<file path="src/ops_cfg.svh">
`ifndef OPS_CFG_SVH
`define OPS_CFG_SVH

// ----------------------------------------------------------------
// operation codes
// ----------------------------------------------------------------
`define OPC_CVT_RZ 8'h77
`define OPC_CVT_RZ_FLAGS 8'h78
`define OPC_GEQ 8'h23
`define OPC_GEQ_IMM 8'h24

// ----------------------------------------------------------------
// unit timing and issue slots (bit n is slot n+1)
// ----------------------------------------------------------------
`define FALU_LATENCY 3
`define ALU_LATENCY 1
`define FALU_SLOT_MASK 5'h09
`define ALU_SLOT_MASK 5'h1f
`define SLOT_FIRST 3'h1
`define SLOT_LAST 3'h5

// ----------------------------------------------------------------
// exception flag layout
// ----------------------------------------------------------------
`define FLAG_W 6
`define FLAG_INX 1
`define FLAG_INV 4
`define FLAG_IFZ 5
`define FLAGS_RESET 6'h00

// ----------------------------------------------------------------
// single precision packing
// ----------------------------------------------------------------
`define EXP_TOP 8'h9e
`define MANT_W 23

// ----------------------------------------------------------------
// register map and event bits
// ----------------------------------------------------------------
`define ADDR_W 8
`define ADDR_FLAGS 8'h00
`define ADDR_IRQ_STATUS 8'h04
`define ADDR_IRQ_MASK 8'h08
`define EVT_W 2
`define EVT_INEXACT 0
`define EVT_BAD_ISSUE 1
`define EVT_RESET 2'h0

`endif

</file>
<file path="src/ops_pkg.sv">
package ops_pkg;

  // kind of operation accepted at issue
  typedef enum logic [2:0] {
    OP_NONE,
    OP_CVT,
    OP_CVT_FLAGS,
    OP_GEQ,
    OP_GEQ_IMM
  } op_kind_t;

endpackage

</file>
<file path="src/u2f_rz.sv">
`timescale 1ns/1ps
`include "ops_cfg.svh"

module u2f_rz (
  // operand
  input wire logic [31:0] src_i,
  // converted value and its exception flags
  output logic [31:0] result_o,
  output logic [`FLAG_W-1:0] flags_o
);

  logic [4:0] lead_zeros;
  logic found;
  logic [31:0] norm;
  logic [7:0] expo;

  // ----------------------------------------------------------------
  // leading one search and normalisation
  // ----------------------------------------------------------------
  always_comb begin
    lead_zeros = 5'h00;
    found = 1'b0;
    for (int i = 31; i >= 0; i--) begin
      if (!found && src_i[i]) begin
        lead_zeros = 5'(31 - i);
        found = 1'b1;
      end
    end
  end

  assign norm = src_i << lead_zeros;
  assign expo = `EXP_TOP - {3'h0, lead_zeros};

  // truncating pack
  // dropped low bits are simply discarded
  always_comb begin
    if (found) begin
      result_o = {1'b0, expo, norm[30:8]};
    end else begin
      result_o = 32'h0;
    end
  end

  always_comb begin
    flags_o = `FLAGS_RESET;
    flags_o[`FLAG_INX] = |norm[7:0];
  end

endmodule

</file>
<file path="src/exc_sticky.sv">
`timescale 1ns/1ps
`include "ops_cfg.svh"

module exc_sticky #(
  parameter int W = `FLAG_W
) (
  // clock and reset
  input wire logic clock_i,
  input wire logic rstn_i,
  // explicit status word write
  input wire logic wr_i,
  input wire logic [W-1:0] wdata_i,
  // all simultaneous flag updates, already ored
  input wire logic [W-1:0] set_i,
  // held flags
  output logic [W-1:0] flags_o
);

  logic [W-1:0] flags_r;

  // or with old value
  // a set arriving with the write still lands
  always_ff @(posedge clock_i or negedge rstn_i) begin
    if (!rstn_i) begin
      flags_r <= W'(`FLAGS_RESET);
    end else begin
      flags_r <= (wr_i ? wdata_i : flags_r) | set_i;
    end
  end

  assign flags_o = flags_r;

endmodule

</file>
<file path="src/unsigned_convert_compare_ops.sv">
// How it works
// - convert unsigned 32-bit to single float, always truncating toward zero
// - conversion is opcode 119, one operand, float unit, 3 cycles, slots 1,4
// - conversion exceptions set status word flags that stay until written
// - flag update lands in the same cycle as the destination write
// - simultaneous float flag updates are ored with the held flags
// - conversion guard bit 0 low suppresses both write and flag update
// - flags-only conversion writes the exception vector in status layout
// - flags-only conversion never touches status flags, ignores rounding mode
// - flags-only conversion is opcode 120, float unit, 3 cycles, slots 1,4
// - register compare writes 1 when first >= second unsigned, else 0
// - register compare is opcode 35, two operands, integer unit, 1 cycle
// - immediate compare writes 1 when source >= 7-bit modifier, else 0
// - immediate compare is opcode 36, integer unit, 1 cycle, slots 1-5
// - guard bit 0 decides the destination write for the other ops
`timescale 1ns/1ps
`include "ops_cfg.svh"

module unsigned_convert_compare_ops #(
  parameter int DEST_W = 7,
  parameter int FALU_LAT = `FALU_LATENCY
) (
  // clock and reset
  input wire logic clock_i,
  input wire logic rstn_i,
  // issue
  input wire logic issue_valid_i,
  input wire logic [7:0] opcode_i,
  input wire logic [2:0] slot_i,
  input wire logic guard_present_i,
  input wire logic [31:0] guard_i,
  input wire logic [31:0] first_source_i,
  input wire logic [31:0] second_source_i,
  input wire logic [6:0] modifier_i,
  input wire logic [DEST_W-1:0] dest_i,
  // flag updates from other float operations
  input wire logic [`FLAG_W-1:0] fp_flag_set_i,
  // integer unit write port
  output logic alu_wr_en_o,
  output logic [DEST_W-1:0] alu_wr_dest_o,
  output logic [31:0] alu_wr_data_o,
  // float unit write port
  output logic falu_wr_en_o,
  output logic [DEST_W-1:0] falu_wr_dest_o,
  output logic [31:0] falu_wr_data_o,
  // status word exception flags
  output logic [`FLAG_W-1:0] exc_flags_o,
  // register port
  input wire logic [`ADDR_W-1:0] reg_addr_i,
  input wire logic [31:0] reg_wdata_i,
  input wire logic reg_wr_i,
  input wire logic reg_rd_i,
  output logic [31:0] reg_rdata_o,
  // interrupt
  output logic irq_o
);

  import ops_pkg::*;

  // ----------------------------------------------------------------
  // issue decode
  // ----------------------------------------------------------------
  op_kind_t kind;
  logic [4:0] slot_mask;
  logic slot_ok;
  logic guard_true;
  logic take;
  logic bad_issue;

  always_comb begin
    kind = OP_NONE;
    slot_mask = 5'h00;
    if (issue_valid_i) begin
      unique case (opcode_i)
        `OPC_CVT_RZ: begin
          kind = OP_CVT;
          slot_mask = `FALU_SLOT_MASK;
        end
        `OPC_CVT_RZ_FLAGS: begin
          kind = OP_CVT_FLAGS;
          slot_mask = `FALU_SLOT_MASK;
        end
        `OPC_GEQ: begin
          kind = OP_GEQ;
          slot_mask = `ALU_SLOT_MASK;
        end
        `OPC_GEQ_IMM: begin
          kind = OP_GEQ_IMM;
          slot_mask = `ALU_SLOT_MASK;
        end
        default: begin
          kind = OP_NONE;
          slot_mask = 5'h00;
        end
      endcase
    end
  end

  // slot numbers run from 1; out of range never matches
  always_comb begin
    slot_ok = 1'b0;
    if (slot_i >= `SLOT_FIRST && slot_i <= `SLOT_LAST) begin
      slot_ok = slot_mask[3'(slot_i - `SLOT_FIRST)];
    end
  end

  assign guard_true = !guard_present_i || guard_i[0];

  assign take = (kind != OP_NONE) && slot_ok && guard_true;

  // known op in a slot it cannot use: dropped and reported
  assign bad_issue = (kind != OP_NONE) && !slot_ok;

  // ----------------------------------------------------------------
  // conversion datapath
  // ----------------------------------------------------------------
  logic [31:0] cvt_result;
  logic [`FLAG_W-1:0] cvt_flags;

  u2f_rz u_cvt (
    .src_i(first_source_i),
    .result_o(cvt_result),
    .flags_o(cvt_flags)
  );

  // ----------------------------------------------------------------
  // integer unit, one cycle
  // ----------------------------------------------------------------
  logic alu_take;
  logic geq_bit;
  logic alu_wr_en_r;
  logic [DEST_W-1:0] alu_wr_dest_r;
  logic [31:0] alu_wr_data_r;

  assign alu_take = take && (kind == OP_GEQ || kind == OP_GEQ_IMM);

  always_comb begin
    geq_bit = 1'b0;
    if (kind == OP_GEQ) begin
      geq_bit = first_source_i >= second_source_i;
    end else begin
      geq_bit = first_source_i >= {25'h0, modifier_i};
    end
  end

  always_ff @(posedge clock_i or negedge rstn_i) begin
    if (!rstn_i) begin
      alu_wr_en_r <= 1'b0;
      alu_wr_dest_r <= '0;
      alu_wr_data_r <= 32'h0;
    end else begin
      alu_wr_en_r <= alu_take;
      if (alu_take) begin
        alu_wr_dest_r <= dest_i;
        alu_wr_data_r <= {31'h0, geq_bit};
      end
    end
  end

  // ----------------------------------------------------------------
  // float unit pipeline
  // ----------------------------------------------------------------
  logic falu_take;
  logic [31:0] falu_data;
  logic st_valid_r [FALU_LAT];
  logic st_upd_r [FALU_LAT];
  logic [DEST_W-1:0] st_dest_r [FALU_LAT];
  logic [31:0] st_data_r [FALU_LAT];
  logic [`FLAG_W-1:0] st_flags_r [FALU_LAT];

  assign falu_take = take && (kind == OP_CVT || kind == OP_CVT_FLAGS);

  always_comb begin
    if (kind == OP_CVT) begin
      falu_data = cvt_result;
    end else begin
      falu_data = {{(32 - `FLAG_W){1'b0}}, cvt_flags};
    end
  end

  always_ff @(posedge clock_i or negedge rstn_i) begin
    if (!rstn_i) begin
      st_valid_r[0] <= 1'b0;
      st_upd_r[0] <= 1'b0;
      st_dest_r[0] <= '0;
      st_data_r[0] <= 32'h0;
      st_flags_r[0] <= `FLAGS_RESET;
    end else begin
      st_valid_r[0] <= falu_take;
      st_upd_r[0] <= falu_take && (kind == OP_CVT);
      st_dest_r[0] <= dest_i;
      st_data_r[0] <= falu_data;
      st_flags_r[0] <= cvt_flags;
    end
  end

  genvar g;
  generate
    for (g = 1; g < FALU_LAT; g++) begin : g_stage
      always_ff @(posedge clock_i or negedge rstn_i) begin
        if (!rstn_i) begin
          st_valid_r[g] <= 1'b0;
          st_upd_r[g] <= 1'b0;
          st_dest_r[g] <= '0;
          st_data_r[g] <= 32'h0;
          st_flags_r[g] <= `FLAGS_RESET;
        end else begin
          st_valid_r[g] <= st_valid_r[g-1];
          st_upd_r[g] <= st_upd_r[g-1];
          st_dest_r[g] <= st_dest_r[g-1];
          st_data_r[g] <= st_data_r[g-1];
          st_flags_r[g] <= st_flags_r[g-1];
        end
      end
    end
  endgenerate

  // ----------------------------------------------------------------
  // status word flags
  // ----------------------------------------------------------------
  logic [`FLAG_W-1:0] own_set;
  logic [`FLAG_W-1:0] all_set;
  logic flags_wr;

  // update beside final stage
  // taken from the stage loaded into the write port on the same edge
  assign own_set = st_upd_r[FALU_LAT-2] ? st_flags_r[FALU_LAT-2] : '0;

  assign all_set = own_set | fp_flag_set_i;

  assign flags_wr = reg_wr_i && (reg_addr_i == `ADDR_FLAGS);

  exc_sticky #(
    .W(`FLAG_W)
  ) u_flags (
    .clock_i(clock_i),
    .rstn_i(rstn_i),
    .wr_i(flags_wr),
    .wdata_i(reg_wdata_i[`FLAG_W-1:0]),
    .set_i(all_set),
    .flags_o(exc_flags_o)
  );

  // ----------------------------------------------------------------
  // events and interrupt
  // ----------------------------------------------------------------
  logic [`EVT_W-1:0] evt;
  logic [`EVT_W-1:0] irq_status_r;
  logic [`EVT_W-1:0] irq_status_nxt;
  logic [`EVT_W-1:0] irq_mask_r;
  logic [`EVT_W-1:0] irq_mask_nxt;
  logic [`EVT_W-1:0] w1c;
  logic irq_r;

  always_comb begin
    evt = `EVT_RESET;
    evt[`EVT_INEXACT] = own_set[`FLAG_INX];
    evt[`EVT_BAD_ISSUE] = bad_issue;
  end

  always_comb begin
    w1c = '0;
    if (reg_wr_i && reg_addr_i == `ADDR_IRQ_STATUS) begin
      w1c = reg_wdata_i[`EVT_W-1:0];
    end
    // a new event wins over its clear
    irq_status_nxt = (irq_status_r & ~w1c) | evt;
    irq_mask_nxt = irq_mask_r;
    if (reg_wr_i && reg_addr_i == `ADDR_IRQ_MASK) begin
      irq_mask_nxt = reg_wdata_i[`EVT_W-1:0];
    end
  end

  always_ff @(posedge clock_i or negedge rstn_i) begin
    if (!rstn_i) begin
      irq_status_r <= `EVT_RESET;
      irq_mask_r <= `EVT_RESET;
      irq_r <= 1'b0;
    end else begin
      irq_status_r <= irq_status_nxt;
      irq_mask_r <= irq_mask_nxt;
      irq_r <= |(irq_status_nxt & irq_mask_nxt);
    end
  end

  // ----------------------------------------------------------------
  // register read
  // ----------------------------------------------------------------
  logic [31:0] rdata_r;

  always_ff @(posedge clock_i or negedge rstn_i) begin
    if (!rstn_i) begin
      rdata_r <= 32'h0;
    end else if (reg_rd_i) begin
      unique case (reg_addr_i)
        `ADDR_FLAGS: begin
          rdata_r <= {{(32 - `FLAG_W){1'b0}}, exc_flags_o};
        end
        `ADDR_IRQ_STATUS: begin
          rdata_r <= {{(32 - `EVT_W){1'b0}}, irq_status_r};
        end
        `ADDR_IRQ_MASK: begin
          rdata_r <= {{(32 - `EVT_W){1'b0}}, irq_mask_r};
        end
        default: begin
          rdata_r <= 32'h0;
        end
      endcase
    end else begin
      rdata_r <= 32'h0;
    end
  end

  // ----------------------------------------------------------------
  // outputs
  // ----------------------------------------------------------------
  assign alu_wr_en_o = alu_wr_en_r;
  assign alu_wr_dest_o = alu_wr_dest_r;
  assign alu_wr_data_o = alu_wr_data_r;
  assign falu_wr_en_o = st_valid_r[FALU_LAT-1];
  assign falu_wr_dest_o = st_dest_r[FALU_LAT-1];
  assign falu_wr_data_o = st_data_r[FALU_LAT-1];
  assign reg_rdata_o = rdata_r;
  assign irq_o = irq_r;

endmodule

</file>
<file path="config.mk">
export PLATFORM = sky130hd
export DESIGN_NAME = unsigned_convert_compare_ops
export DESIGN_NICKNAME = d
export VERILOG_FILES = /design/src/ops_pkg.sv /design/src/u2f_rz.sv /design/src/exc_sticky.sv /design/src/unsigned_convert_compare_ops.sv
export VERILOG_INCLUDE_DIRS = /design/src
export SDC_FILE = /design/constraint.sdc
export NUM_CORES = 1
export LEC_CHECK = 0
export CAP_MARGIN = 20
export CORE_MARGIN = 2
export CORE_UTILIZATION = 50
export DETAILED_ROUTE_END_ITERATION = 10
export DONT_BUFFER_PORTS = 1
export PLACE_DENSITY_LB_ADDON = 0.3
export RECOVER_POWER = 25
export SETUP_SLACK_MARGIN = 0.2
export SLEW_MARGIN = 40
export SYNTH_ARGS = -nofsm -noshare
export SYNTH_HDL_FRONTEND = slang
export SYNTH_HIERARCHICAL = 1
export SYNTH_SLANG_ARGS = --single-unit
</file>
<file path="constraint.sdc">
create_clock -name clock_i -period 1.85 [get_ports clock_i]
set_input_delay 0.185 -clock clock_i [delete_from_list [all_inputs] [get_ports clock_i]]
set_output_delay 0.185 -clock clock_i [all_outputs]
set_load 0.03 [all_outputs]
</file>
# Word-level counts from Yosys, hierarchy flattened
# Index checks and enable logic that the tools add are counted.
[totals]
reg_bits = 176
input_bits = 173
output_inout_bits = 119
wordCells = 207
[classes]
n_addsub = 2
n_lt_le_gt_ge = 5
n_eq_ne = 10
shifts = 1
mux = 79
bitwise = 6
reduce_logical = 83
[ops]
columns = ["cell", "n"]
rows = [
  ["2-to-1 mux 5 bit", 17],
  ["2-to-1 mux 32 bit", 2],
  ["logical AND 1 bit", 41],
  ["2-to-1 mux 1 bit", 36],
  ["logical NOT 1 bit", 33],
  [">= comparator 32 bit", 1],
  [">= comparator 32 x 7 -> 1 bit", 1],
  ["2-to-1 mux 4 bit", 8],
  ["left shift 32 x 5 -> 31 bit", 1],
  ["2-to-1 mux 31 bit", 1],
  ["case mux 6 bit (3 select lines)", 1],
  ["== test 8 x 6 -> 1 bit (second input constant)", 2],
  ["== test 8 x 7 -> 1 bit (second input constant)", 2],
  ["2-to-1 mux 3 bit", 5],
  ["case mux 3 bit (4 select lines)", 1],
  ["2-to-1 mux 2 bit", 5],
  ["case mux 5 bit (2 select lines)", 1],
  ["== test 8 x 3 -> 1 bit (second input constant)", 1],
  ["== test 8 x 4 -> 1 bit (second input constant)", 1],
  ["logical NOT 8 bit", 1],
  ["OR reduction 8 bit", 1],
  ["subtractor 8 x 5 -> 8 bit (first input constant)", 1],
  ["== test 3 x 2 -> 1 bit (second input constant)", 2],
  ["2-to-1 mux 6 bit", 1],
  ["15 further kinds", 20],
]

# Depth between registers and ports, before layout
[depth]
word_depth = 97
ltp_mapped = 14

# Cells and area by module
# The synthesis kept the hierarchy.
[modules_own_cells]
columns = ["module", "instances", "cells_per_inst", "area_per_inst_um2"]
rows = [
  ["unsigned_convert_compare_ops", 1, 509, 6434.9],
  ["u2f_rz", 1, 368, 2414.8],
  ["exc_sticky", 1, 19, 264.0],
]

# Least setup slack after synthesis
# OpenSTA, ideal clock, no wires.
[synth_timing]
kind = "input-to-reg"
start = "input port first_source_i[28]"
end = "register st_data_r[66] (netlist bit)"
setup_time_ps = 125
arrival_time_ps = 2778
required_time_ps = 1725
setup_slack_ps = -1053
path_stages = 13
n_path_buf = 3
path_cell_list = "clkbuf_1 > or4_4 > nor3_2 > buf_4 > and3b_1 > buf_4 > nor2_2 > and3_1 > a221o_1 > and2_1 > or2_0 > o211a_1 > mux2_2"
[synth_between]
elab_chain_len = 89
elab_cells_between_ends = 118
[synth_lines]
columns = ["item", "line_no", "rtl"]
rows = [
  ["start, declared", "unsigned_convert_compare_ops.sv:32", "input wire logic [31:0] first_source_i,"],
  ["logical AND 1 bit", "u2f_rz.sv:24", "if (!found && src_i[i]) begin"],
  ["2-to-1 mux 1 bit", "u2f_rz.sv:24", ""],
  ["logical NOT 1 bit", "u2f_rz.sv:24", ""],
  ["logical AND 1 bit", "u2f_rz.sv:24", ""],
  ["2-to-1 mux 1 bit", "u2f_rz.sv:24", ""],
  ["logical NOT 1 bit", "u2f_rz.sv:24", ""],
  ["logical AND 1 bit", "u2f_rz.sv:24", ""],
  ["2-to-1 mux 1 bit", "u2f_rz.sv:24", ""],
  ["(+75 left out)", "--", ""],
  ["logical NOT 1 bit", "u2f_rz.sv:24", ""],
  ["logical AND 1 bit", "u2f_rz.sv:24", ""],
  ["2-to-1 mux 5 bit", "u2f_rz.sv:24", ""],
  ["left shift 32 x 5 -> 31 bit", "u2f_rz.sv:31", "assign norm = src_i << lead_zeros;"],
  ["2-to-1 mux 31 bit (*)", "u2f_rz.sv:37", "if (found) begin"],
  ["net cvt_result[2]", "unsigned_convert_compare_ops.sv:117", "logic [31:0] cvt_result;"],
  ["2-to-1 mux 32 bit (*)", "unsigned_convert_compare_ops.sv:174", "if (kind == OP_CVT) begin"],
  ["net falu_data[2]", "unsigned_convert_compare_ops.sv:164", "logic [31:0] falu_data;"],
  ["end, declared", "unsigned_convert_compare_ops.sv:168", "logic [31:0] st_data_r [FALU_LAT];"],
]
# Mark *: on every way through the listed nets, which the timed path passes. The rest lies on a longest branch.
# A chain may end at the register's enable or synchronous reset.

# Worst setup path in the final report
[layout_timing]
start = "input port first_source_i[27]"
end = "register st_data_r[65] (netlist bit)"
[layout_between]
elab_chain_len = 86
elab_cells_between_ends = 115
[layout_lines]
columns = ["item", "line_no", "rtl"]
rows = [
  ["logical AND 1 bit", "u2f_rz.sv:24", ""],
  ["2-to-1 mux 1 bit", "u2f_rz.sv:24", ""],
  ["logical NOT 1 bit", "u2f_rz.sv:24", ""],
  ["logical AND 1 bit", "u2f_rz.sv:24", ""],
  ["2-to-1 mux 1 bit", "u2f_rz.sv:24", ""],
  ["logical NOT 1 bit", "u2f_rz.sv:24", ""],
  ["logical AND 1 bit", "u2f_rz.sv:24", ""],
  ["2-to-1 mux 1 bit", "u2f_rz.sv:24", ""],
  ["(+72 left out)", "--", ""],
  ["logical NOT 1 bit", "u2f_rz.sv:24", ""],
  ["logical AND 1 bit", "u2f_rz.sv:24", ""],
  ["2-to-1 mux 5 bit", "u2f_rz.sv:24", ""],
  ["left shift 32 x 5 -> 31 bit (*)", "u2f_rz.sv:31", ""],
  ["OR reduction 8 bit (*)", "u2f_rz.sv:46", "flags_o[`FLAG_INX] = |norm[7:0];"],
  ["net cvt_flags[1]", "unsigned_convert_compare_ops.sv:118", "logic [`FLAG_W-1:0] cvt_flags;"],
  ["2-to-1 mux 32 bit (*)", "unsigned_convert_compare_ops.sv:174", ""],
  ["net falu_data[1]", "unsigned_convert_compare_ops.sv:164", ""],
]
# Marks and branches as above.

==> impl_metrics.ini <==
[final_layout]
drive_gt1_frac = 0.321
finalInstanceArea_um2 = 11600
seqCellArea_um2 = 4000
num_antenna_cells = 0
final_nets = 1246
multiInputGateArea_um2 = 4890
finalNonFillerCells = 1273
fillers = 1418
areaGrowthSynthToFinish_pct = 27.4

[setup_path]
cp-startpoint = first_source_i[27]
worst_ep_required_time_ns = 2.14
crit_fanout = 9
worst_path_most_repeated_cell = buf_4
path_class = in2reg
arrival_ns = 2.70
critPathCaptureType = flip-flop
cp_slowest_cell = or4_4
cpPeakStageDelay_ns = 0.53
start_kind = primary input
worstPathCellList = or4_4 > nor3_4 > buf_4 > a211oi_4 > and2_4 > buf_4 > a221o_1 > nor3_1 > a211oi_1 > buf_4 > mux2_2
r2r_start = st_upd_r[1]

[pwr]
p_int_mw = 6.16
p_leak_nw = 5.44
combPwrFrac = 0.168
total_power_mw = 8.47
clockPowerShare = 0.401
p_sw_frac = 0.273
power_frac_seq = 0.431
power_density_nw_per_um2 = 730
p_switching_mw = 2.31
ir_worst_vdd_uv = 706

[detailed_routing]
first_pass_iters = 4
wirelength_mm = 24.5
drt_iter0_drc = 360
wire_per_inst_um = 19.3
antenna_left = 0
vias = 7094
drc = 0
viasPerCell = 5.57

[timing]
fin_skew_ns = 0.0107
holdWs_ns = -0.536
slew_headroom = 0.629
tns_ns = -10.72
hold_violations = 160
fmax_ghz = 0.415
setup_viol_count_final = 26
tightest_slew_ns = 0.554
setup_slack_ns = -0.560
period_share = 1.30
drv_slew = 0
fin_crit_ns = 2.41
grt_setup_unrepaired = yes

[clock_network]
hold_buffers = 28
clockRootBuffer = clkbuf_16
tritoncts = done
cts_max_level = 4
cts_buffers = 17
clk_pin_slew_ns = 0.07
clk_latency_ns = 0.42
cts_sinks = 160
cts_buffer_depth = 2

[floorplanning]
core_um2 = 17900
initial_core_util = 0.509
ios = 292
die_y_um = 139
std_cell_rows = 49
die_x_um = 139
dieArea_um2 = 19300

[global_route]
antenna_found_initial = 0
grt_max_degree = 161
grt_pass1_vias = 7110
gr-usage-all-layers = 0.249
gr-total-overflow = 0
grt_first_pass_wirelength_mm = 38.2

[yosys]
synth_seq_cells = 160
synth.avg_cell_area_um2 = 10.2
yosysWarningCount = 6
synth_commonest_cells = dfrtp_1 (160), buf_4 (104), inv_1 (53)
synth_top_area_frac = 0.439
synthTopCellsByArea = dfrtp_1 (44%), buf_4 (8.6%), ha_1 (5.8%), mux2i_1 (3.4%), mux2_2 (2.5%)
synth_top_area_cell = dfrtp_1
synth_edf_count = 0
async_flop_share = 1.00
yosysMostFrequentCell = dfrtp_1
ys.flop_type = dfrtp_1
syn_inst = 896
yosysUniqueCellTypes = 82
syn-cell-area_um2 = 9110
synth_seq_area_share = 0.439

[placed_design]
dpl_cell_area_um2 = 10000
preCtsSetupSlack_ns = -1.11
gp_congestion = 0.911
post-dp-hpwl_mm = 18.2
port_buffers = 0
dp_cells = 1193

[flow_run]
cap_viol_max_count = 0

[min_path]
hold_path_class = in2async

[run_status]
outcome = finished with violations
violations = hold timing, setup timing
## metal layers
| layer | GRT usage | routed length, µm | up-vias |
|---|---|---|---|
| met5 | 0 | 0 | - |
| met4 | 0.0792 | 560 | 0 |
| met3 | 0.0456 | 1270 | 39 |
| met2 | 0.412 | 12000 | 273 |
| met1 | 0.334 | 10700 | 3440 |
| li1 | - | - | 3342 |
## layout make-up
cell class                 instances  share of cell area
tap                              229              0.0247
multi-input combinational        613               0.421
inverter                          55              0.0186
clock buffer                      18              0.0378
clock inverter                    14              0.0126
timing repair buffer             184               0.140
sequential                       160               0.345
## cell usage in the layout (no fill, tap or decap), types with 10 or more instances in the layout
cell type | Yosys | routed
clkbuf_16 | 0 | 17
mux2_4 | 0 | 13
and2_1 | 35 | 28
a21o_1 | 12 | 12
conb_1 | 2 | 63
mux2i_2 | 0 | 11
dlygate4sd3_1 | 0 | 28
a221o_1 | 11 | 11
a211o_1 | 13 | 13
dfrtp_1 | 160 | 160
buf_6 | 1 | 18
nand3_1 | 20 | 17
inv_1 | 53 | 52
nor4_1 | 11 | 10
nor2_1 | 49 | 45
a21oi_1 | 40 | 30
nand2_1 | 43 | 36
o21ai_0 | 41 | 34
ha_1 | 42 | 41
o211ai_1 | 13 | 13
a21oi_2 | 1 | 10
nor3_1 | 20 | 15
mux2i_1 | 31 | 14
buf_4 | 104 | 128
## final timing paths
path / to / slack, ns / depth (start not counted)
max: st_data_r[65] / -0.56 / 11
min: reg_rdata_o[2] / -0.54 / 0
max reg2reg: irq_o / 0.72 / 2
min reg2reg: falu_wr_data_o[9] / 0.34 / 0
max in group asynchronous: falu_wr_data_o[29] / 2.19 / 0
min in group clock_i: st_upd_r[2] / 0.04 / 2
## worst max-delay path: cells and delay by family
kind	cells	cell delay [ns]
mux	1	0.26
simple gates	4	1.20
buf+inv	3	0.46
compound gates	3	0.58
## power by group through the flow
stage | clock network, mW | registers (mW) | logic, mW
2_1_floorplan | 0 | 3.67 | 0.982
3_3_place_gp | 0 | 3.72 | 1.16
3_5_place_dp | 0 | 3.72 | 1.17
4_1_cts | 3.49 | 3.65 | 1.33
5_1_grt | 3.64 | 3.66 | 1.53
6_report | 3.40 | 3.65 | 1.42
## kinds of logic after synthesis
logic type,Yosys count,synth area share
fa+ha+maj,42,0.0577
other cells,2,0.000824
flops,160,0.439
xor+xnor,4,0.00384
buf+inv,184,0.121
simple gates,244,0.155
mux,52,0.0612
compound gates,208,0.161
## sequential cells by signal, summed over array words and instances, names as in the netlist, 2 cells and up
signal and cells:
alu_wr_dest_o 7, st_data_r 64, u_flags/flags_o 6, st_valid_r 2
falu_wr_dest_o 7, falu_wr_data_o 32, reg_rdata_o 6, irq_status_r 2
st_dest_r 14, st_upd_r 2, st_flags_r 12, irq_mask_r 2
## through the flow
step,utilization,hold WS (ns)
2_1_floorplan,-,-0.111
3_3_place_gp,0.559,-0.107
3_5_place_dp,0.559,-0.107
4_1_cts,0.632,-0.571
5_1_grt,0.648,-0.567
6_report,0.648,-0.536
## timing repair
| action | 4_1_cts | 5_1_grt |
|---|---|---|
| setup endpoints to repair | 29 | 30 |
| gates cloned | 0 | 0 |
| setup buffers | 13 | 7 |
| endpoints found under the hold margin | 187 | 160 |
| pin swaps | 26 | 31 |
| resized for setup | 81 | 55 |
Note: power is estimated with default switching activity, not from simulation.
